[config.mk]
export PLATFORM = sky130hd
export DESIGN_NAME = ttc_core
export DESIGN_NICKNAME = d
export VERILOG_FILES = /design/src/core/ttc_sync.v /design/src/core/ttc_store_mem.v /design/src/core/ttc_core.v
export VERILOG_INCLUDE_DIRS = /design/src /design/src/core
export SDC_FILE = /design/constraint.sdc
export NUM_CORES = 1
export LEC_CHECK = 0
export BUFFER_PORTS_ARGS = -buffer_cell sky130_fd_sc_hd__buf_4
export CORE_MARGIN = 2
export CORE_UTILIZATION = 30
export DETAILED_ROUTE_END_ITERATION = 8
export SLEW_MARGIN = 25
export SYNTH_ARGS = -nofsm -noshare
export SYNTH_HDL_FRONTEND = slang
export SYNTH_SLANG_ARGS = --single-unit
export TNS_END_PERCENT = 5
[constraint.sdc]
create_clock -name CLOCK -period 8.6 [get_ports CLOCK]
set_input_delay 1.72 -clock CLOCK [delete_from_list [all_inputs] [get_ports CLOCK]]
set_output_delay 1.72 -clock CLOCK [all_outputs]
set_load 0.005 [all_outputs]
[src/core/ttc_defines.vh]
// Constants of the T1/E1 transceiver control core
// Overview of operation
// - Host mode: alert pin pulled low once signal-loss or driver-watch rises, until the host clears the latch.
// - Host mode: serial input sampled on every rising serial clock edge.
// - Serial output valid on rising edge if edge-select high, else falling.
// - Serial output floats while the port is written or select is high.
// - Hardware mode: remote-loop pin enables remote loopback; both loops mean reset.
// - Hardware mode: local-loop pin high enables local loopback.
// - Edge-select high in host mode: receive data valid on falling clock edge, else rising.
// - Hardware mode: all-marks pin sends continuous marks at master rate.
// - Transmit data arrives serially on pos/neg inputs, captured by transmit clock.
// - Without transmit clock the transmitter stays off, except in remote loopback.
// - Host mode: pulse-shape value comes in the serial stream, not pins.
// - Transmit data buffered in 32x2 store, written by tx clock, read dejittered.
// - Fill within two of overflow or underflow shifts read clock one eighth bit.
// - Store held around half full, giving sixteen bits of average latency.
// - Driver-watch flag rises after 63 consecutive zeros on monitored line.
// - Driver-watch flag clears on a seen one or on a reset command.
// - Dejittered read clock derived from reference at four times bit rate.
// - Mode pin high selects host mode, low selects hardware pin control.
// - Signal-loss flag rises after 175 consecutive spaces, clears on a mark.
// - Pulse-shape value zero means E1 operation, any other value T1.
`ifndef TTC_DEFINES_VH
`define TTC_DEFINES_VH

// Wishbone byte addresses
`define TTC_WB_CTRL      4'h0
`define TTC_WB_STAT      4'h4
`define TTC_WB_CTRL_RST  0

// Serial port register addresses and fields
`define TTC_SP_CTRL      4'h0
`define TTC_SP_STAT      4'h1
`define TTC_SP_RD_BIT    0
`define TTC_SP_CMD_BITS  5'h08
`define TTC_SP_LAST_BIT  5'h0F
`define TTC_CTL_REMOTE   3
`define TTC_CTL_LOCAL    4
`define TTC_CTL_MARKS    5
`define TTC_CTL_RST      6
`define TTC_STA_SIGLOSS  0
`define TTC_STA_DRVWATCH 1
`define TTC_SP_CTRL_RST  8'h00

// Line monitor counts
`define TTC_SIGLOSS_CNT  8'hAF
`define TTC_DRVWATCH_CNT 6'h3F
`define TTC_E1_SHAPE     3'h0

// Elastic store
`define TTC_STORE_DEPTH  32
`define TTC_STORE_AW     5
`define TTC_FILL_MARGIN  6'h02
`define TTC_FILL_HALF    6'h10
`define TTC_REF_PER_BIT  4

// Transmit clock absence timeout
`define TTC_CLK_MHZ      25
`define TTC_TXCLK_LOSS_NS 2000

`endif

[src/core/ttc_sync.v]
// Three-stage synchroniser bank with agreement filter
`timescale 1ns/1ps
module ttc_sync #(
	parameter WIDTH = 1,
	parameter INIT  = 0
) (
	input  wire             clk,
	input  wire             rst_n,
	input  wire [WIDTH-1:0] din,
	output reg  [WIDTH-1:0] dout
);
	reg [WIDTH-1:0] s1_q;
	reg [WIDTH-1:0] s2_q;
	reg [WIDTH-1:0] s3_q;
	integer i;

	always @(posedge clk or negedge rst_n) begin
		if (!rst_n) begin
			s1_q <= INIT[WIDTH-1:0];
			s2_q <= INIT[WIDTH-1:0];
			s3_q <= INIT[WIDTH-1:0];
			dout <= INIT[WIDTH-1:0];
		end else begin
			s1_q <= din;
			s2_q <= s1_q;
			s3_q <= s2_q;
			// Change accepted only once stages two and three agree
			for (i = 0; i < WIDTH; i = i + 1) begin
				if (s2_q[i] == s3_q[i])
					dout[i] <= s3_q[i];
			end
		end
	end
endmodule

[src/core/ttc_store_mem.v]
// Elastic store memory, registered read data
`timescale 1ns/1ps
module ttc_store_mem #(
	parameter DW    = 2,
	parameter DEPTH = 32,
	parameter AW    = 5
) (
	input  wire          clk,
	input  wire          wr_en,
	input  wire [AW-1:0] wr_addr,
	input  wire [DW-1:0] wr_data,
	input  wire          rd_en,
	input  wire [AW-1:0] rd_addr,
	output reg  [DW-1:0] rd_data
);
	reg [DW-1:0] mem [0:DEPTH-1];

	always @(posedge clk) begin
		if (wr_en)
			mem[wr_addr] <= wr_data;
		if (rd_en)
			rd_data <= mem[rd_addr];
	end
endmodule

[src/core/ttc_core.v]
// T1/E1 transceiver digital control core
//
// The register offsets and the Wishbone interface to the registers were left to the implementer.
`timescale 1ns/1ps
`include "ttc_defines.vh"
module ttc_core #(
	parameter REF_DIV      = 2,
	parameter STORE_DEPTH  = `TTC_STORE_DEPTH,
	parameter STORE_AW     = `TTC_STORE_AW
) (
	input  wire        CLOCK,
	input  wire        RST_N,
	input  wire        WB_CYC_I,
	input  wire        WB_STB_I,
	input  wire        WB_WE_I,
	input  wire [3:0]  WB_ADR_I,
	input  wire [3:0]  WB_SEL_I,
	input  wire [31:0] WB_DAT_I,
	output reg  [31:0] WB_DAT_O,
	output reg         WB_ACK_O,
	input  wire        MODE,
	input  wire        EDGE_SELECT,
	input  wire        CS_N,
	input  wire        SCLK,
	input  wire        SER_IN,
	output reg         SER_OUT,
	output reg         SER_OUT_OE,
	output reg         ALERT_N_O,
	output reg         ALERT_N_OE,
	input  wire        PULSE_SHAPE_SEL0,
	input  wire        PULSE_SHAPE_SEL1,
	input  wire        PULSE_SHAPE_SEL2,
	input  wire        REMOTE_LOOP,
	input  wire        LOCAL_LOOP,
	input  wire        SEND_ALL_MARKS,
	input  wire        TX_CLK,
	input  wire        TX_POS_DATA,
	input  wire        TX_NEG_DATA,
	input  wire        RX_CLK,
	input  wire        RX_POS_IN,
	input  wire        RX_NEG_IN,
	input  wire        MON_LINE,
	output reg         RX_POS_DATA,
	output reg         RX_NEG_DATA,
	output reg         LINE_OUT_A,
	output reg         LINE_OUT_B,
	output reg  [2:0]  PULSE_SHAPE,
	output reg         E1_MODE,
	output reg         TX_POWER_ON,
	output reg         SIGNAL_LOSS,
	output reg         DRIVER_WATCH
);
	localparam [7:0] BIT_CYC = 4 * REF_DIV;
	localparam [7:0] HALF_ADJ = (REF_DIV / 2 < 1) ? 1 : REF_DIV / 2;
	localparam integer LOSS_CYC =
		(`TTC_TXCLK_LOSS_NS * `TTC_CLK_MHZ + 999) / 1000;
	localparam [STORE_AW:0] FILL_FULL = STORE_DEPTH;
	localparam [STORE_AW:0] FILL_HI = FILL_FULL - `TTC_FILL_MARGIN;

	// Synchronised pins, CS_N idles high
	wire [17:0] pin_s;
	ttc_sync #(.WIDTH(18), .INIT(18'h08000)) u_sync (
		.clk  (CLOCK),
		.rst_n(RST_N),
		.din  ({MODE, EDGE_SELECT, CS_N, SCLK, SER_IN, TX_CLK,
			TX_POS_DATA, TX_NEG_DATA, RX_CLK, RX_POS_IN,
			RX_NEG_IN, MON_LINE, PULSE_SHAPE_SEL2,
			PULSE_SHAPE_SEL1, PULSE_SHAPE_SEL0, REMOTE_LOOP,
			LOCAL_LOOP, SEND_ALL_MARKS}),
		.dout (pin_s)
	);
	wire host_mode = pin_s[17];
	wire edge_sel  = pin_s[16];
	wire cs_n_s    = pin_s[15];
	wire sclk_s    = pin_s[14];
	wire ser_in_s  = pin_s[13];
	wire txclk_s   = pin_s[12];
	wire txpos_s   = pin_s[11];
	wire txneg_s   = pin_s[10];
	wire rxclk_s   = pin_s[9];
	wire rxpos_s   = pin_s[8];
	wire rxneg_s   = pin_s[7];
	wire mon_s     = pin_s[6];
	wire [2:0] shape_pins = pin_s[5:3];
	wire remote_loop_pin = pin_s[2];
	wire local_loop_pin = pin_s[1];
	wire marks_pin = pin_s[0];

	reg sclk_p_q;
	reg txclk_p_q;
	reg rxclk_p_q;
	wire sclk_rise  = sclk_s & ~sclk_p_q;
	wire sclk_fall  = ~sclk_s & sclk_p_q;
	wire txclk_rise = txclk_s & ~txclk_p_q;
	wire rxclk_rise = rxclk_s & ~rxclk_p_q;
	wire rxclk_fall = ~rxclk_s & rxclk_p_q;

	// Serial port state
	reg [4:0] sp_cnt_q;
	reg [7:0] sp_cmd_q;
	reg [7:0] sp_dat_q;
	reg [7:0] sp_sh_q;
	reg       sp_rd_q;
	reg       sp_armed_q;
	reg [7:0] sp_ctrl_q;
	reg       sl_lat_q;
	reg       dw_lat_q;
	reg       sl_prev_q;
	reg       dw_prev_q;
	reg       wb_rst_q;

	wire port_on  = host_mode & ~cs_n_s;
	wire sp_take  = port_on & sclk_rise;
	wire sp_last  = sp_take & (sp_cnt_q == `TTC_SP_LAST_BIT);
	wire sp_wr    = sp_last & ~sp_cmd_q[`TTC_SP_RD_BIT];
	wire [3:0] sp_addr = sp_cmd_q[4:1];
	wire [7:0] sp_wdata = {ser_in_s, sp_dat_q[7:1]};

	// Effective controls from pins or serial register
	wire [2:0] shape_d = host_mode ? sp_ctrl_q[2:0] : shape_pins;
	wire remote_loop = host_mode ? sp_ctrl_q[`TTC_CTL_REMOTE] : remote_loop_pin;
	wire local_loop = host_mode ? sp_ctrl_q[`TTC_CTL_LOCAL]  : local_loop_pin;
	wire marks = host_mode ? sp_ctrl_q[`TTC_CTL_MARKS]  : marks_pin;
	wire pin_rst = ~host_mode & remote_loop_pin & local_loop_pin;
	wire sp_rst  = sp_wr & (sp_addr == `TTC_SP_CTRL) &
		sp_wdata[`TTC_CTL_RST];
	wire rst_cmd = pin_rst | sp_rst | wb_rst_q;
	wire remote_loop_on = remote_loop & ~pin_rst;
	wire local_loop_on = local_loop & ~pin_rst;

	function [7:0] stat_byte;
		input sl;
		input dw;
		begin
			stat_byte = 8'h00;
			stat_byte[`TTC_STA_SIGLOSS]  = sl;
			stat_byte[`TTC_STA_DRVWATCH] = dw;
		end
	endfunction

	always @(posedge CLOCK or negedge RST_N) begin
		if (!RST_N) begin
			sclk_p_q   <= 1'b0;
			txclk_p_q  <= 1'b0;
			rxclk_p_q  <= 1'b0;
			sp_cnt_q   <= 5'h00;
			sp_cmd_q   <= 8'h00;
			sp_dat_q   <= 8'h00;
			sp_sh_q    <= 8'h00;
			sp_rd_q    <= 1'b0;
			sp_armed_q <= 1'b0;
			sp_ctrl_q  <= `TTC_SP_CTRL_RST;
			SER_OUT    <= 1'b0;
			SER_OUT_OE <= 1'b0;
		end else begin
			sclk_p_q  <= sclk_s;
			txclk_p_q <= txclk_s;
			rxclk_p_q <= rxclk_s;
			if (!port_on) begin
				// Each access starts at select falling
				sp_cnt_q   <= 5'h00;
				sp_rd_q    <= 1'b0;
				sp_armed_q <= 1'b0;
				SER_OUT_OE <= 1'b0;
			end else begin
				if (sp_take) begin
					if (sp_cnt_q < `TTC_SP_CMD_BITS)
						sp_cmd_q <= {ser_in_s, sp_cmd_q[7:1]};
					else
						sp_dat_q <= {ser_in_s, sp_dat_q[7:1]};
					if (sp_cnt_q != `TTC_SP_LAST_BIT)
						sp_cnt_q <= sp_cnt_q + 5'h01;
				end
				// Read data loaded after last command bit
				if (sp_take && sp_cnt_q == `TTC_SP_CMD_BITS - 5'h01 &&
					sp_cmd_q[1] == 1'b1) begin
					sp_rd_q    <= 1'b1;
					sp_armed_q <= 1'b0;
					sp_sh_q    <= (sp_cmd_q[5:2] == `TTC_SP_STAT) ?
						stat_byte(sl_lat_q, dw_lat_q) :
						(sp_cmd_q[5:2] == `TTC_SP_CTRL) ?
						sp_ctrl_q : 8'h00;
				end
				if (sp_rd_q) begin
					SER_OUT_OE <= 1'b1;
					SER_OUT    <= sp_sh_q[0];
					// Shift on the edge opposite the valid edge
					if (edge_sel ? (sclk_fall && sp_armed_q)
						: (sclk_rise && sp_armed_q))
						sp_sh_q <= {1'b0, sp_sh_q[7:1]};
					if (edge_sel ? sclk_rise : sclk_fall)
						sp_armed_q <= 1'b1;
				end
				if (sp_wr && sp_addr == `TTC_SP_CTRL)
					sp_ctrl_q <= sp_wdata & ~(8'h01 << `TTC_CTL_RST);
			end
		end
	end

	// Store state, declared ahead of the status read that shows it
	reg [STORE_AW:0] wr_ptr_q;
	reg [STORE_AW:0] rd_ptr_q;
	reg              run_q;
	reg [7:0]        ph_q;
	reg [7:0]        ref_q;
	reg              am_q;
	reg [7:0]        txw_q;
	reg [7:0]        sl_cnt_q;
	reg [5:0]        dw_cnt_q;
	wire [1:0]       mem_q;
	wire [STORE_AW:0] fill = wr_ptr_q - rd_ptr_q;

	// Wishbone slave, one wait state
	wire wb_req = WB_CYC_I & WB_STB_I & ~WB_ACK_O;
	always @(posedge CLOCK or negedge RST_N) begin
		if (!RST_N) begin
			WB_ACK_O <= 1'b0;
			WB_DAT_O <= 32'h00000000;
			wb_rst_q <= 1'b0;
		end else begin
			WB_ACK_O <= wb_req;
			wb_rst_q <= wb_req & WB_WE_I & WB_SEL_I[0] &
				(WB_ADR_I == `TTC_WB_CTRL) &
				WB_DAT_I[`TTC_WB_CTRL_RST];
			if (wb_req && !WB_WE_I)
				case (WB_ADR_I)
				`TTC_WB_STAT:
					WB_DAT_O <= {16'h0000, 2'b00, fill, 2'b00,
						run_q, TX_POWER_ON, E1_MODE, host_mode,
						DRIVER_WATCH, SIGNAL_LOSS};
				default:
					WB_DAT_O <= 32'h00000000;
				endcase
			else
				WB_DAT_O <= 32'h00000000;
		end
	end

	// Alert latches, hardware set wins over host clear
	wire sl_set = SIGNAL_LOSS & ~sl_prev_q;
	wire dw_set = DRIVER_WATCH & ~dw_prev_q;
	wire st_wr  = sp_wr & (sp_addr == `TTC_SP_STAT);
	always @(posedge CLOCK or negedge RST_N) begin
		if (!RST_N) begin
			sl_prev_q  <= 1'b0;
			dw_prev_q  <= 1'b0;
			sl_lat_q   <= 1'b0;
			dw_lat_q   <= 1'b0;
			ALERT_N_O  <= 1'b0;
			ALERT_N_OE <= 1'b0;
		end else begin
			sl_prev_q <= SIGNAL_LOSS;
			dw_prev_q <= DRIVER_WATCH;
			if (sl_set)
				sl_lat_q <= 1'b1;
			else if (st_wr && !sp_wdata[`TTC_STA_SIGLOSS])
				sl_lat_q <= 1'b0;
			if (dw_set)
				dw_lat_q <= 1'b1;
			else if (rst_cmd ||
				(st_wr && !sp_wdata[`TTC_STA_DRVWATCH]))
				dw_lat_q <= 1'b0;
			ALERT_N_O  <= 1'b0;
			ALERT_N_OE <= host_mode & (sl_lat_q | dw_lat_q);
		end
	end

	// Elastic store
	wire bit_tick = (ph_q == 8'h00);
	wire st_wr_en = txclk_rise & (fill != FILL_FULL);
	wire st_rd_en = bit_tick & run_q & (fill != {(STORE_AW+1){1'b0}});

	ttc_store_mem #(.DW(2), .DEPTH(STORE_DEPTH), .AW(STORE_AW)) u_mem (
		.clk    (CLOCK),
		.wr_en  (st_wr_en),
		.wr_addr(wr_ptr_q[STORE_AW-1:0]),
		.wr_data({txpos_s, txneg_s}),
		.rd_en  (st_rd_en),
		.rd_addr(rd_ptr_q[STORE_AW-1:0]),
		.rd_data(mem_q)
	);

	// Bit period length with one-eighth bit slip
	function [7:0] next_len;
		input [STORE_AW:0] f;
		begin
			if (f <= `TTC_FILL_MARGIN)
				next_len = BIT_CYC - 8'h01 + HALF_ADJ;
			else if (f >= FILL_HI)
				next_len = BIT_CYC - 8'h01 - HALF_ADJ;
			else
				next_len = BIT_CYC - 8'h01;
		end
	endfunction

	always @(posedge CLOCK or negedge RST_N) begin
		if (!RST_N) begin
			wr_ptr_q    <= {(STORE_AW+1){1'b0}};
			rd_ptr_q    <= {(STORE_AW+1){1'b0}};
			run_q       <= 1'b0;
			ph_q        <= 8'h00;
			ref_q       <= 8'h00;
			am_q        <= 1'b0;
			txw_q       <= 8'h00;
			TX_POWER_ON <= 1'b0;
			LINE_OUT_A  <= 1'b0;
			LINE_OUT_B  <= 1'b0;
			PULSE_SHAPE <= 3'h0;
			E1_MODE     <= 1'b1;
		end else begin
			PULSE_SHAPE <= shape_d;
			E1_MODE     <= (shape_d == `TTC_E1_SHAPE);
			// Reference divider, four ticks per nominal bit
			ref_q <= (ref_q == 8'h00) ? REF_DIV[7:0] - 8'h01 :
				ref_q - 8'h01;
			ph_q <= bit_tick ? next_len(fill) : ph_q - 8'h01;
			if (txclk_rise)
				txw_q <= LOSS_CYC[7:0];
			else if (txw_q != 8'h00)
				txw_q <= txw_q - 8'h01;
			TX_POWER_ON <= (txw_q != 8'h00) | remote_loop_on;
			if (rst_cmd) begin
				wr_ptr_q <= {(STORE_AW+1){1'b0}};
				rd_ptr_q <= {(STORE_AW+1){1'b0}};
				run_q    <= 1'b0;
			end else begin
				if (st_wr_en)
					wr_ptr_q <= wr_ptr_q + 1'b1;
				if (st_rd_en)
					rd_ptr_q <= rd_ptr_q + 1'b1;
				// Start reading only at half fill
				if (fill >= `TTC_FILL_HALF)
					run_q <= 1'b1;
				else if (fill == {(STORE_AW+1){1'b0}})
					run_q <= 1'b0;
			end
			if (bit_tick) begin
				am_q <= ~am_q;
				if (!TX_POWER_ON) begin
					LINE_OUT_A <= 1'b0;
					LINE_OUT_B <= 1'b0;
				end else if (remote_loop_on) begin
					LINE_OUT_A <= rxpos_s;
					LINE_OUT_B <= rxneg_s;
				end else if (marks & ~host_mode) begin
					LINE_OUT_A <= am_q;
					LINE_OUT_B <= ~am_q;
				end else begin
					LINE_OUT_A <= run_q & mem_q[1];
					LINE_OUT_B <= run_q & mem_q[0];
				end
			end
		end
	end

	// Receive path, signal loss and driver watch
	wire rx_upd = (host_mode && edge_sel) ? rxclk_rise : rxclk_fall;
	always @(posedge CLOCK or negedge RST_N) begin
		if (!RST_N) begin
			sl_cnt_q     <= 8'h00;
			dw_cnt_q     <= 6'h00;
			SIGNAL_LOSS  <= 1'b0;
			DRIVER_WATCH <= 1'b0;
			RX_POS_DATA  <= 1'b0;
			RX_NEG_DATA  <= 1'b0;
		end else begin
			if (rx_upd) begin
				RX_POS_DATA <= local_loop_on ? LINE_OUT_A : rxpos_s;
				RX_NEG_DATA <= local_loop_on ? LINE_OUT_B : rxneg_s;
			end
			if (rst_cmd) begin
				sl_cnt_q    <= 8'h00;
				SIGNAL_LOSS <= 1'b0;
			end else if (rxclk_rise) begin
				if (rxpos_s | rxneg_s) begin
					sl_cnt_q    <= 8'h00;
					SIGNAL_LOSS <= 1'b0;
				end else if (sl_cnt_q != `TTC_SIGLOSS_CNT) begin
					sl_cnt_q <= sl_cnt_q + 8'h01;
					if (sl_cnt_q == `TTC_SIGLOSS_CNT - 8'h01)
						SIGNAL_LOSS <= 1'b1;
				end
			end
			if (rst_cmd) begin
				dw_cnt_q     <= 6'h00;
				DRIVER_WATCH <= 1'b0;
			end else if (bit_tick) begin
				if (mon_s) begin
					dw_cnt_q     <= 6'h00;
					DRIVER_WATCH <= 1'b0;
				end else if (dw_cnt_q != `TTC_DRVWATCH_CNT) begin
					dw_cnt_q <= dw_cnt_q + 6'h01;
					if (dw_cnt_q == `TTC_DRVWATCH_CNT - 6'h01)
						DRIVER_WATCH <= 1'b1;
				end
			end
		end
	end
endmodule

# [Word level (Yosys, flattened, before mapping)]
# Memories as Yosys holds them, arrays and structs flattened. A register that Yosys moved wholly into a read port is not among the register bits.
# Index checks and enable logic that the tools add are counted.
# Widths: inputs -> output; s select.
[word_totals] mem_count=1 ram_bits=64 regBits=209
[memory_table] memory="u_mem.mem" depth=32 word_bits=2 rd=1 rd_clocked_by_memory_dff=1 wr=1 line="ttc_store_mem.v:16" text="reg [DW-1:0] mem [0:DEPTH-1];"
[op_classes] reduce_logical=42 n_lt_le_gt_ge=4 muxes=69 n_addsub=8 eq_ne=33 bitwise_logic=50
[op_table] op="$mux 8" count=12
[op_table] op="$mux 6" count=8
[op_table] op="$mux 1" count=42
[op_table] op="$mux 32" count=1
[op_table] op="$and 1x1->1" count=31
[op_table] op="$add 6x1->6 const B" count=3
[op_table] op="$eq 1x1->1" count=18
[op_table] op="$sub 8x1->8 const B" count=2
[op_table] op="$mux 5" count=3
[op_table] op="$reduce_bool 3->1" count=5
[op_table] op="$mux 14" count=1
[op_table] op="$not 1->1" count=14
[op_table] op="$reduce_bool 2->1" count=7
[op_table] op="$ge 6x5->1 const B" count=2
[op_table] op="$logic_not 4->1" count=3
[op_table] op="$ne 6x6->1 const B" count=2
[op_table] op="$reduce_and 3->1" count=4
[op_table] op="$reduce_and 2->1" count=5
[op_table] op="$logic_and 1x1->1" count=9
[op_table] op="$add 8x1->8 const B" count=1
[op_table] op="$eq 4x1->1 const B" count=2
[op_table] op="$eq 8x8->1 const B" count=1
[op_table] op="$logic_not 8->1" count=1
[op_table] op="$ne 8x8->1 const B" count=1
[op_table] op="20 further kinds" count=28

# [Longest topological paths before layout]
# Gate-level depths: netlist (run 1).
[logic_depth] word_depth=12 depth_mapped=11

# [Cells and area by module]
# A second synthesis (run 1) with hierarchy kept.
[hier_totals] cells_unflattened=837 hier_area_um2=10598.9
[by_module_without_submodules] module="ttc_core" seq_area_each_um2=2904.0 instances=1 cells_each=563 area_per_inst_um2=5785.5
[by_module_without_submodules] module="ttc_store_mem" seq_area_each_um2=1981.9 instances=1 cells_each=184 area_per_inst_um2=2803.9
[by_module_without_submodules] module="ttc_sync" seq_area_each_um2=1806.7 instances=1 cells_each=90 area_per_inst_um2=2009.4

# [Least setup slack after synthesis (run 1)]
# Ideal clock, no wire load.
[synth_timing] path_kind="register to register" from="register rd_ptr_q[1]" to="memory u_mem.mem[0][0] (enable)" required_ns=8.251 slack_ns=5.154 stages_incl_launch_ff=11 arrival_time_ns=3.097 path_buffers=2 period_less_slack_ns=3.446 cell_sequence="dfrtp_1 -> clkbuf_1 -> buf_1 -> inv_1 -> fa_1 -> and3_1 -> o21ai_0 -> a221oi_2 -> a31oi_1 -> nand2_1 -> nor4_1"
[synth_between] elab_chain_cells=5
[synth_rtl] item="start: declaration" line="ttc_core.v:202" text="reg [STORE_AW:0] rd_ptr_q;"
[synth_rtl] item="start signal: assignment" line="ttc_core.v:299" text="rd_ptr_q <= {(STORE_AW+1){1'b0}};"
[synth_rtl] item="start signal: assignment" line="ttc_core.v:324" text="rd_ptr_q <= {(STORE_AW+1){1'b0}};"
[synth_rtl] item="start signal: assignment" line="ttc_core.v:330" text="rd_ptr_q <= rd_ptr_q + 1'b1;"
[synth_rtl] item="$sub 6x6->6" line="ttc_core.v:211" text="wire [STORE_AW:0] fill = wr_ptr_q - rd_ptr_q;"
[synth_rtl] item="$ne 6x6->1" line="ttc_core.v:270" text="wire st_wr_en = txclk_rise & (fill != FILL_FULL);"
[synth_rtl] item="$and 1x1->1" line="ttc_core.v:270"
[synth_rtl] item="$mux 1" line="ttc_store_mem.v:19" text="if (wr_en)"
[synth_rtl] item="$mux 1 (implied by the code)" line="ttc_store_mem.v:20" text="mem[wr_addr] <= wr_data;"
[synth_rtl] item="end: declaration" line="ttc_store_mem.v:16"
# No other way between the ends.

# [Final worst setup path (run 1)]
[layout_timing] from="register rd_ptr_q[1]" to="memory u_mem.mem[20][0] (enable)"
# Same word-level chain as after synthesis.

==> results of run 1 <==
worst max-delay path, cell delays in order, from the launching register on:
cell      delay [ns]
dfrtp_1         0.94
inv_1           0.20
fa_1            0.50
and3_1          0.20
o21ai_0         0.28
a221oi_2        0.14
a31oi_1         0.20
buf_4           0.25
nand2_1         0.20
nor3_1          0.39
per-stage QoR:
stage | setup slack [ns] | instances | area (sq um)
6_report | 4.94 | 1336 | 12300
5_1_grt | 4.56 | 1336 | 12300
4_1_cts | 4.47 | 1336 | 12200
3_5_place_dp | 4.44 | 1286 | 11300
3_3_place_gp | 4.55 | 1286 | 11300
2_1_floorplan | 5.15 | 818 | 10600
sequential cells by signal, summed over array words and instances (netlist names), 2 cells and up:
| register | flops |
|---|---|
| u_mem.mem | 64 |
| u_sync.dout | 18 |
| u_sync.s1_q | 18 |
| u_sync.s2_q | 18 |
| u_sync.s3_q | 18 |
| WB_DAT_O | 12 |
| ph_q | 8 |
| sl_cnt_q | 8 |
| sp_cmd_q | 8 |
| sp_sh_q | 8 |
| txw_q | 8 |
| sp_ctrl_q | 7 |
| sp_dat_q | 7 |
| dw_cnt_q | 6 |
| rd_ptr_q | 6 |
| wr_ptr_q | 6 |
| sp_cnt_q | 5 |
| PULSE_SHAPE | 3 |
| u_mem.rd_data | 2 |
power breakdown:
group	total, mW	internal, mW	switching, mW	leakage, nW
combinational	0.589	0.271	0.319	1.66
sequential	1.47	1.35	0.117	2.98
clock	1.17	0.677	0.490	0.432
final cells by class:
type                    instances  area (sq um)  share of cell area, %
clock inverters                17           170                   1.39
inverters                      19          71.3                  0.582
flip-flops and latches        254          6690                   54.6
clock buffers                  33           738                   6.02
repair buffers                 59           449                   3.66
well taps                     455           569                   4.64
multi-input cells             499          3570                   29.1
metal layers:
layer / up-vias / routed length [microns]
met4: 0 / 428
met1: 3057 / 9360
met3: 33 / 987
met5: - / 0
li1: 2973 / -
met2: 139 / 9100
logic make-up (layout without fill, tap and decap cells):
kind of cell | after synthesis | after routing
multiplexers | 59 | 59
XOR/XNOR | 14 | 14
other | 1 | 21
flip-flops | 254 | 254
AO/OA/AOI/OAI | 101 | 101
buffers and inverters | 65 | 128
adder cells (fa/ha/maj) | 37 | 37
AND/OR/NAND/NOR | 267 | 267
worst max-delay path by stage:
stage / end / slack, ns / from
detailed placement: u_mem.rd_data[1] / 4.44 / rd_ptr_q[1]
global placement: u_mem.rd_data[0] / 4.55 / rd_ptr_q[1]
finish: u_mem.mem[20][0] / 4.94 / rd_ptr_q[1]
global route: u_mem.mem[1][1] / 4.56 / rd_ptr_q[1]
floorplan: u_mem.mem[0][0] / 5.15 / rd_ptr_q[1]
CTS: u_mem.rd_data[0] / 4.47 / rd_ptr_q[1]
layout by cell type (no fill, tap or decap), types with 11 or more instances in the layout:
cell type / n
a21oi_1: 26
and3_1: 17
buf_4: 58
clkbuf_16: 27
conb_1: 21
dfrtp_1: 182
edfxtp_1: 66
ha_1: 18
inv_1: 18
maj3_1: 18
mux2_2: 28
mux2i_1: 11
mux4_2: 20
nand2_1: 51
nand2b_1: 14
nand3_1: 15
nor2_1: 70
nor3_1: 23
o21ai_0: 30
==> impl_metrics.ini, run 1 <==
[cts]
ctsResizeCount = 0
hold_buffers = 0
cts_buffers = 27
tritoncts = yes
cts_buffer_depth = 3
clockRootBuffer = clkbuf_16
postCtsSetupBuffers = 0
cts.sinks = 254
cts_max_level = 1
clkTransAtPathRegs_ns = 0.06
clock_latency_ns = 0.55

[grt]
grt.met3_usage_pct = 2.18
grt_overflow = 0
grt_pass1_vias = 6190
busiest_layer = met2
met2_usage_pct = 17.6
grtUsageTotal_pct = 11.1
grt_max_degree = 120
grt_use_met1_pct = 15.7
antenna_found_initial = 0
grt_pass1_wl_mm = 32.9

[synthesis]
synth_fa_ha_area_share_pct = 4.05
synthArstFlopShare_pct = 74.0
synth_area_leaders = dfrtp_1 (44%), edfxtp_1 (19%), mux4_2 (4.3%)
synthMuxAreaShare_pct = 8.33
synth_edf_count = 66
ys_seq_elements = 254
synth_cell_types = 70
postSynthCellCount = 798
synth.most_common_cell = dfrtp_1
yosys.area_share.simple_pct = 13.6
synth_commonest_cells = dfrtp_1 (183), nor2_1 (70), edfxtp_1 (66)
synthFlopType = dfrtp_1
synth_compound_area_share_pct = 6.00
ys_seq_area_share_pct = 63.6
yosys_warnings = 0
synth-xor-area-share_pct = 1.17
yosysTopAreaCell = dfrtp_1
synth_top_family_by_area = simple AND/OR/NAND/NOR gates
synth_area_sq_mm = 0.0105
yosysTopAreaCellShare_pct = 43.6
avgSynthCellArea_sq_um = 13.2

[finish]
drive_above_1_share_pct = 20.0
nets = 942
antenna_cells = 0
final_core_util_pct = 35.5
syn_to_final_growth_pct = 16.6
fillers = 3382

[die]
initial_core_util_pct = 30.4
boundaryPins = 111
die_w_microns = 191
coreArea_sq_mm = 0.0345
die_area_sq_mm = 0.0366
die_y_microns = 191
rows = 68

[hold_path]
hold_class = flip-flop to flip-flop
worstHoldStart = u_sync.s1_q[0]
hold_path_end = u_sync.s2_q[0]
holdPathStages = 0

[sta]
tightest_slew_ns = 0.967
rsz0062_at_grt = no
slew_headroom_pct = 35.5
final_hold_viol_count = 0
layout_worst_path_cycle_share_pct = 42.5
timing.fmax_mhz = 273
setup_viol = 0
hold_slack_ns = 0.324
finalCriticalPeriod_ns = 3.66
fin_tns_setup_ns = 0
maxSlewViolCount = 0
finClkSkew_ns = 0.0263

[critical_path]
crit_arrival_ns = 3.84
reg2reg_depth = 9
reg2reg_to = u_mem.mem[20][0]
critical_path.endpoint_type = flip-flop
critical_path_class = flip-flop to flip-flop
start_kind = flip-flop
critPathRequiredTime_ns = 8.79
crit_fanout = 20
r2r_start = rd_ptr_q[1]
r2r_slack_ns = 4.94

[route]
drt_wl_total_mm = 19.9
via_per_inst = 4.64
final_antenna_net_count = 0
post_drt_wl_per_cell_microns = 14.9
firstDrtPassIters = 4
drt_iter0_markers = 312
vias = 6202
drc = 0

[power]
cellPowerDensity_mw_per_mm2 = 263
p_leak_nw = 5.07
ir_drop_mv = 0.175
p_total_mw = 3.22

[placed_design]
place_congestion = 0.772
io_buffer_count = 55
hpwl_mm = 13.0

[run]
maxCapViolCount = 0

[status]
status = finished clean
No activity file was read; power rests on OpenSTA's default activity.
==> run 2, diff against run 1 <==
Clock period 8.6 ns to 3.55 ns, I/O delays scaled along.
==> run 2 against run 1 <==
Effect of this change: flip-flop and latch count stayed put; combinational power grew to 2.6 times the previous value; critical path depth is 2 higher; worst setup slack worse by 4.7 ns; power is 150% higher; fmax is 9.7% higher; global-route usage is 0.28 points higher; core utilization is 0.42 points higher; via count is 1.0% higher; cell count is 1.2% higher.
==> impl_metrics.ini, run 2 (synthesized netlist as in run 1, its figures left out) <==
[cts]
postCtsSetupBuffers = 0
tritoncts = yes
clkTransAtPathRegs_ns = 0.06
clockRootBuffer = clkbuf_16
hold_buffers = 0
clock_latency_ns = 0.55
cts_buffer_depth = 3
cts.sinks = 254
cts_buffers = 27
cts_max_level = 1

[critical_path]
max_stage_delay_ns = 0.44
critPathSlowestCell = dfrtp_1
crit_path_frequent_cell = inv_1
reg2reg_to = u_mem.mem[15][0]
worstPathCellList = inv_1, ha_1, inv_1, fa_1, and3_1, o21ai_0, a221oi_2, a31oi_1, buf_4, nand4_1, nor2_1
reg2reg_depth = 11
critPathRequiredTime_ns = 3.75
startpoint = wr_ptr_q[0]
critical_path_class = flip-flop to flip-flop
critical_path.endpoint_type = flip-flop
crit_fanout = 16
r2r_slack_ns = 0.21
start_kind = flip-flop
r2r_start = wr_ptr_q[0]
crit_arrival_ns = 3.54
crit_end = u_mem.mem[15][0]

[sta]
finClkSkew_ns = 0.0295
maxSlewViolCount = 0
setup_ws_ns = 0.214
tightest_slew_ns = 0.721
finalCriticalPeriod_ns = 3.34
setup_viol = 0
final_hold_viol_count = 0
timing.fmax_mhz = 300
fin_tns_setup_ns = 0
rsz0062_at_grt = no
layout_worst_path_cycle_share_pct = 94.0
slew_headroom_pct = 51.9

[finish]
drive_above_1_share_pct = 21.1
nets = 958
antenna_cells = 0
syn_to_final_growth_pct = 18.0
largest_register_ffs = 64
final_cell_area_sq_mm = 0.0124
final_cell_mix = dfrtp_1 (181), buf_4 (74), nor2_1 (70)
top_register = u_mem.mem
final_common_cell = dfrtp_1

[power]
cellPowerDensity_mw_per_mm2 = 641
p_leak_nw = 5.17
ir_drop_mv = 0.351

[grt]
grt_overflow = 0
grt_max_degree = 92
grt_pass1_wl_mm = 33.8
antenna_found_initial = 0
grtUsageTotal_pct = 11.4
grt_pass1_vias = 6338

[route]
firstDrtPassIters = 4
drc = 0
via_per_inst = 4.63
drt_wl_total_mm = 20.5
drt_iter0_markers = 461
vias = 6265
final_antenna_net_count = 0
post_drt_wl_per_cell_microns = 15.2

[run]
maxCapViolCount = 0

[die]
initial_core_util_pct = 30.4
die_area_sq_mm = 0.0366
die_y_microns = 191
die_w_microns = 191
coreArea_sq_mm = 0.0345
rows = 68
boundaryPins = 111

[placed_design]
place_congestion = 0.752
io_buffer_count = 55
pre_cts_ws_ns = 0.259
place_area_sq_mm = 0.0115
hpwl_mm = 13.8

[status]
status = finished clean

[hold_path]
hold_class = primary input to async pin
## run 2: worst max-delay path, delay by kind of cell, from the launching register on
kind	cells	cell delay [ns]
AOI/OAI and AO/OA	3	0.83
and+or+nand+nor	3	0.65
adders and majority gates	2	0.60
buffers and inverters	3	0.51
DFF	1	0.44
## run 2: worst min-delay path by stage
stage / end / slack (ns) / cells past startpoint
floorplan: u_sync.s2_q[0] / 0.33 / 0
global placement: u_sync.s2_q[10] / 0.33 / 0
detailed placement: u_sync.s2_q[8] / 0.34 / 0
CTS: u_sync.s1_q[14] / 0.23 / 1
global route: u_sync.s1_q[14] / 0.24 / 1
finish: sp_sh_q[6] / 0.23 / 1
## run 2: metrics by stage
| step | utilization, % | total power [mW] | cells | hold slack [ns] |
|---|---|---|---|---|
| CTS | 35.9 | 8.06 | 1352 | 0.235 |
| floorplan | - | 4.62 | 818 | 0.331 |
| finish | 35.9 | 7.95 | 1352 | 0.227 |
| detailed placement | 33.2 | 5.08 | 1302 | 0.336 |
| global route | 35.9 | 8.39 | 1352 | 0.235 |
| global placement | 33.2 | 5.05 | 1302 | 0.332 |
## run 2: area by class of cell
cell class | instances | area, sq um
inverters | 19 | 71.3
multi-input cells | 499 | 3560
well taps | 455 | 569
flip-flops and latches | 254 | 6700
clock buffers | 36 | 739
repair buffers | 75 | 569
fillers | 3337 | 22100
clock inverters | 14 | 196
## run 2: repair_timing
action	4_1_cts	5_1_grt
resized for setup	0	1
hold endpoints to repair	0	0
endpoints found under the setup margin	0	2
## run 2: layer usage
layer | GRT usage, % | vias up | routed length (microns)
li1 | - | 3002 | -
met1 | 16.0 | 3116 | 9840
met2 | 18.2 | 114 | 9350
met3 | 2.11 | 33 | 882
met4 | 3.14 | 0 | 473
met5 | 0 | - | 0
## run 2: where the power goes
group / internal [mW] / switching (mW)
Sequential: 3.27 / 0.240
Combinational: 0.687 / 0.823
Clock: 1.77 / 1.16
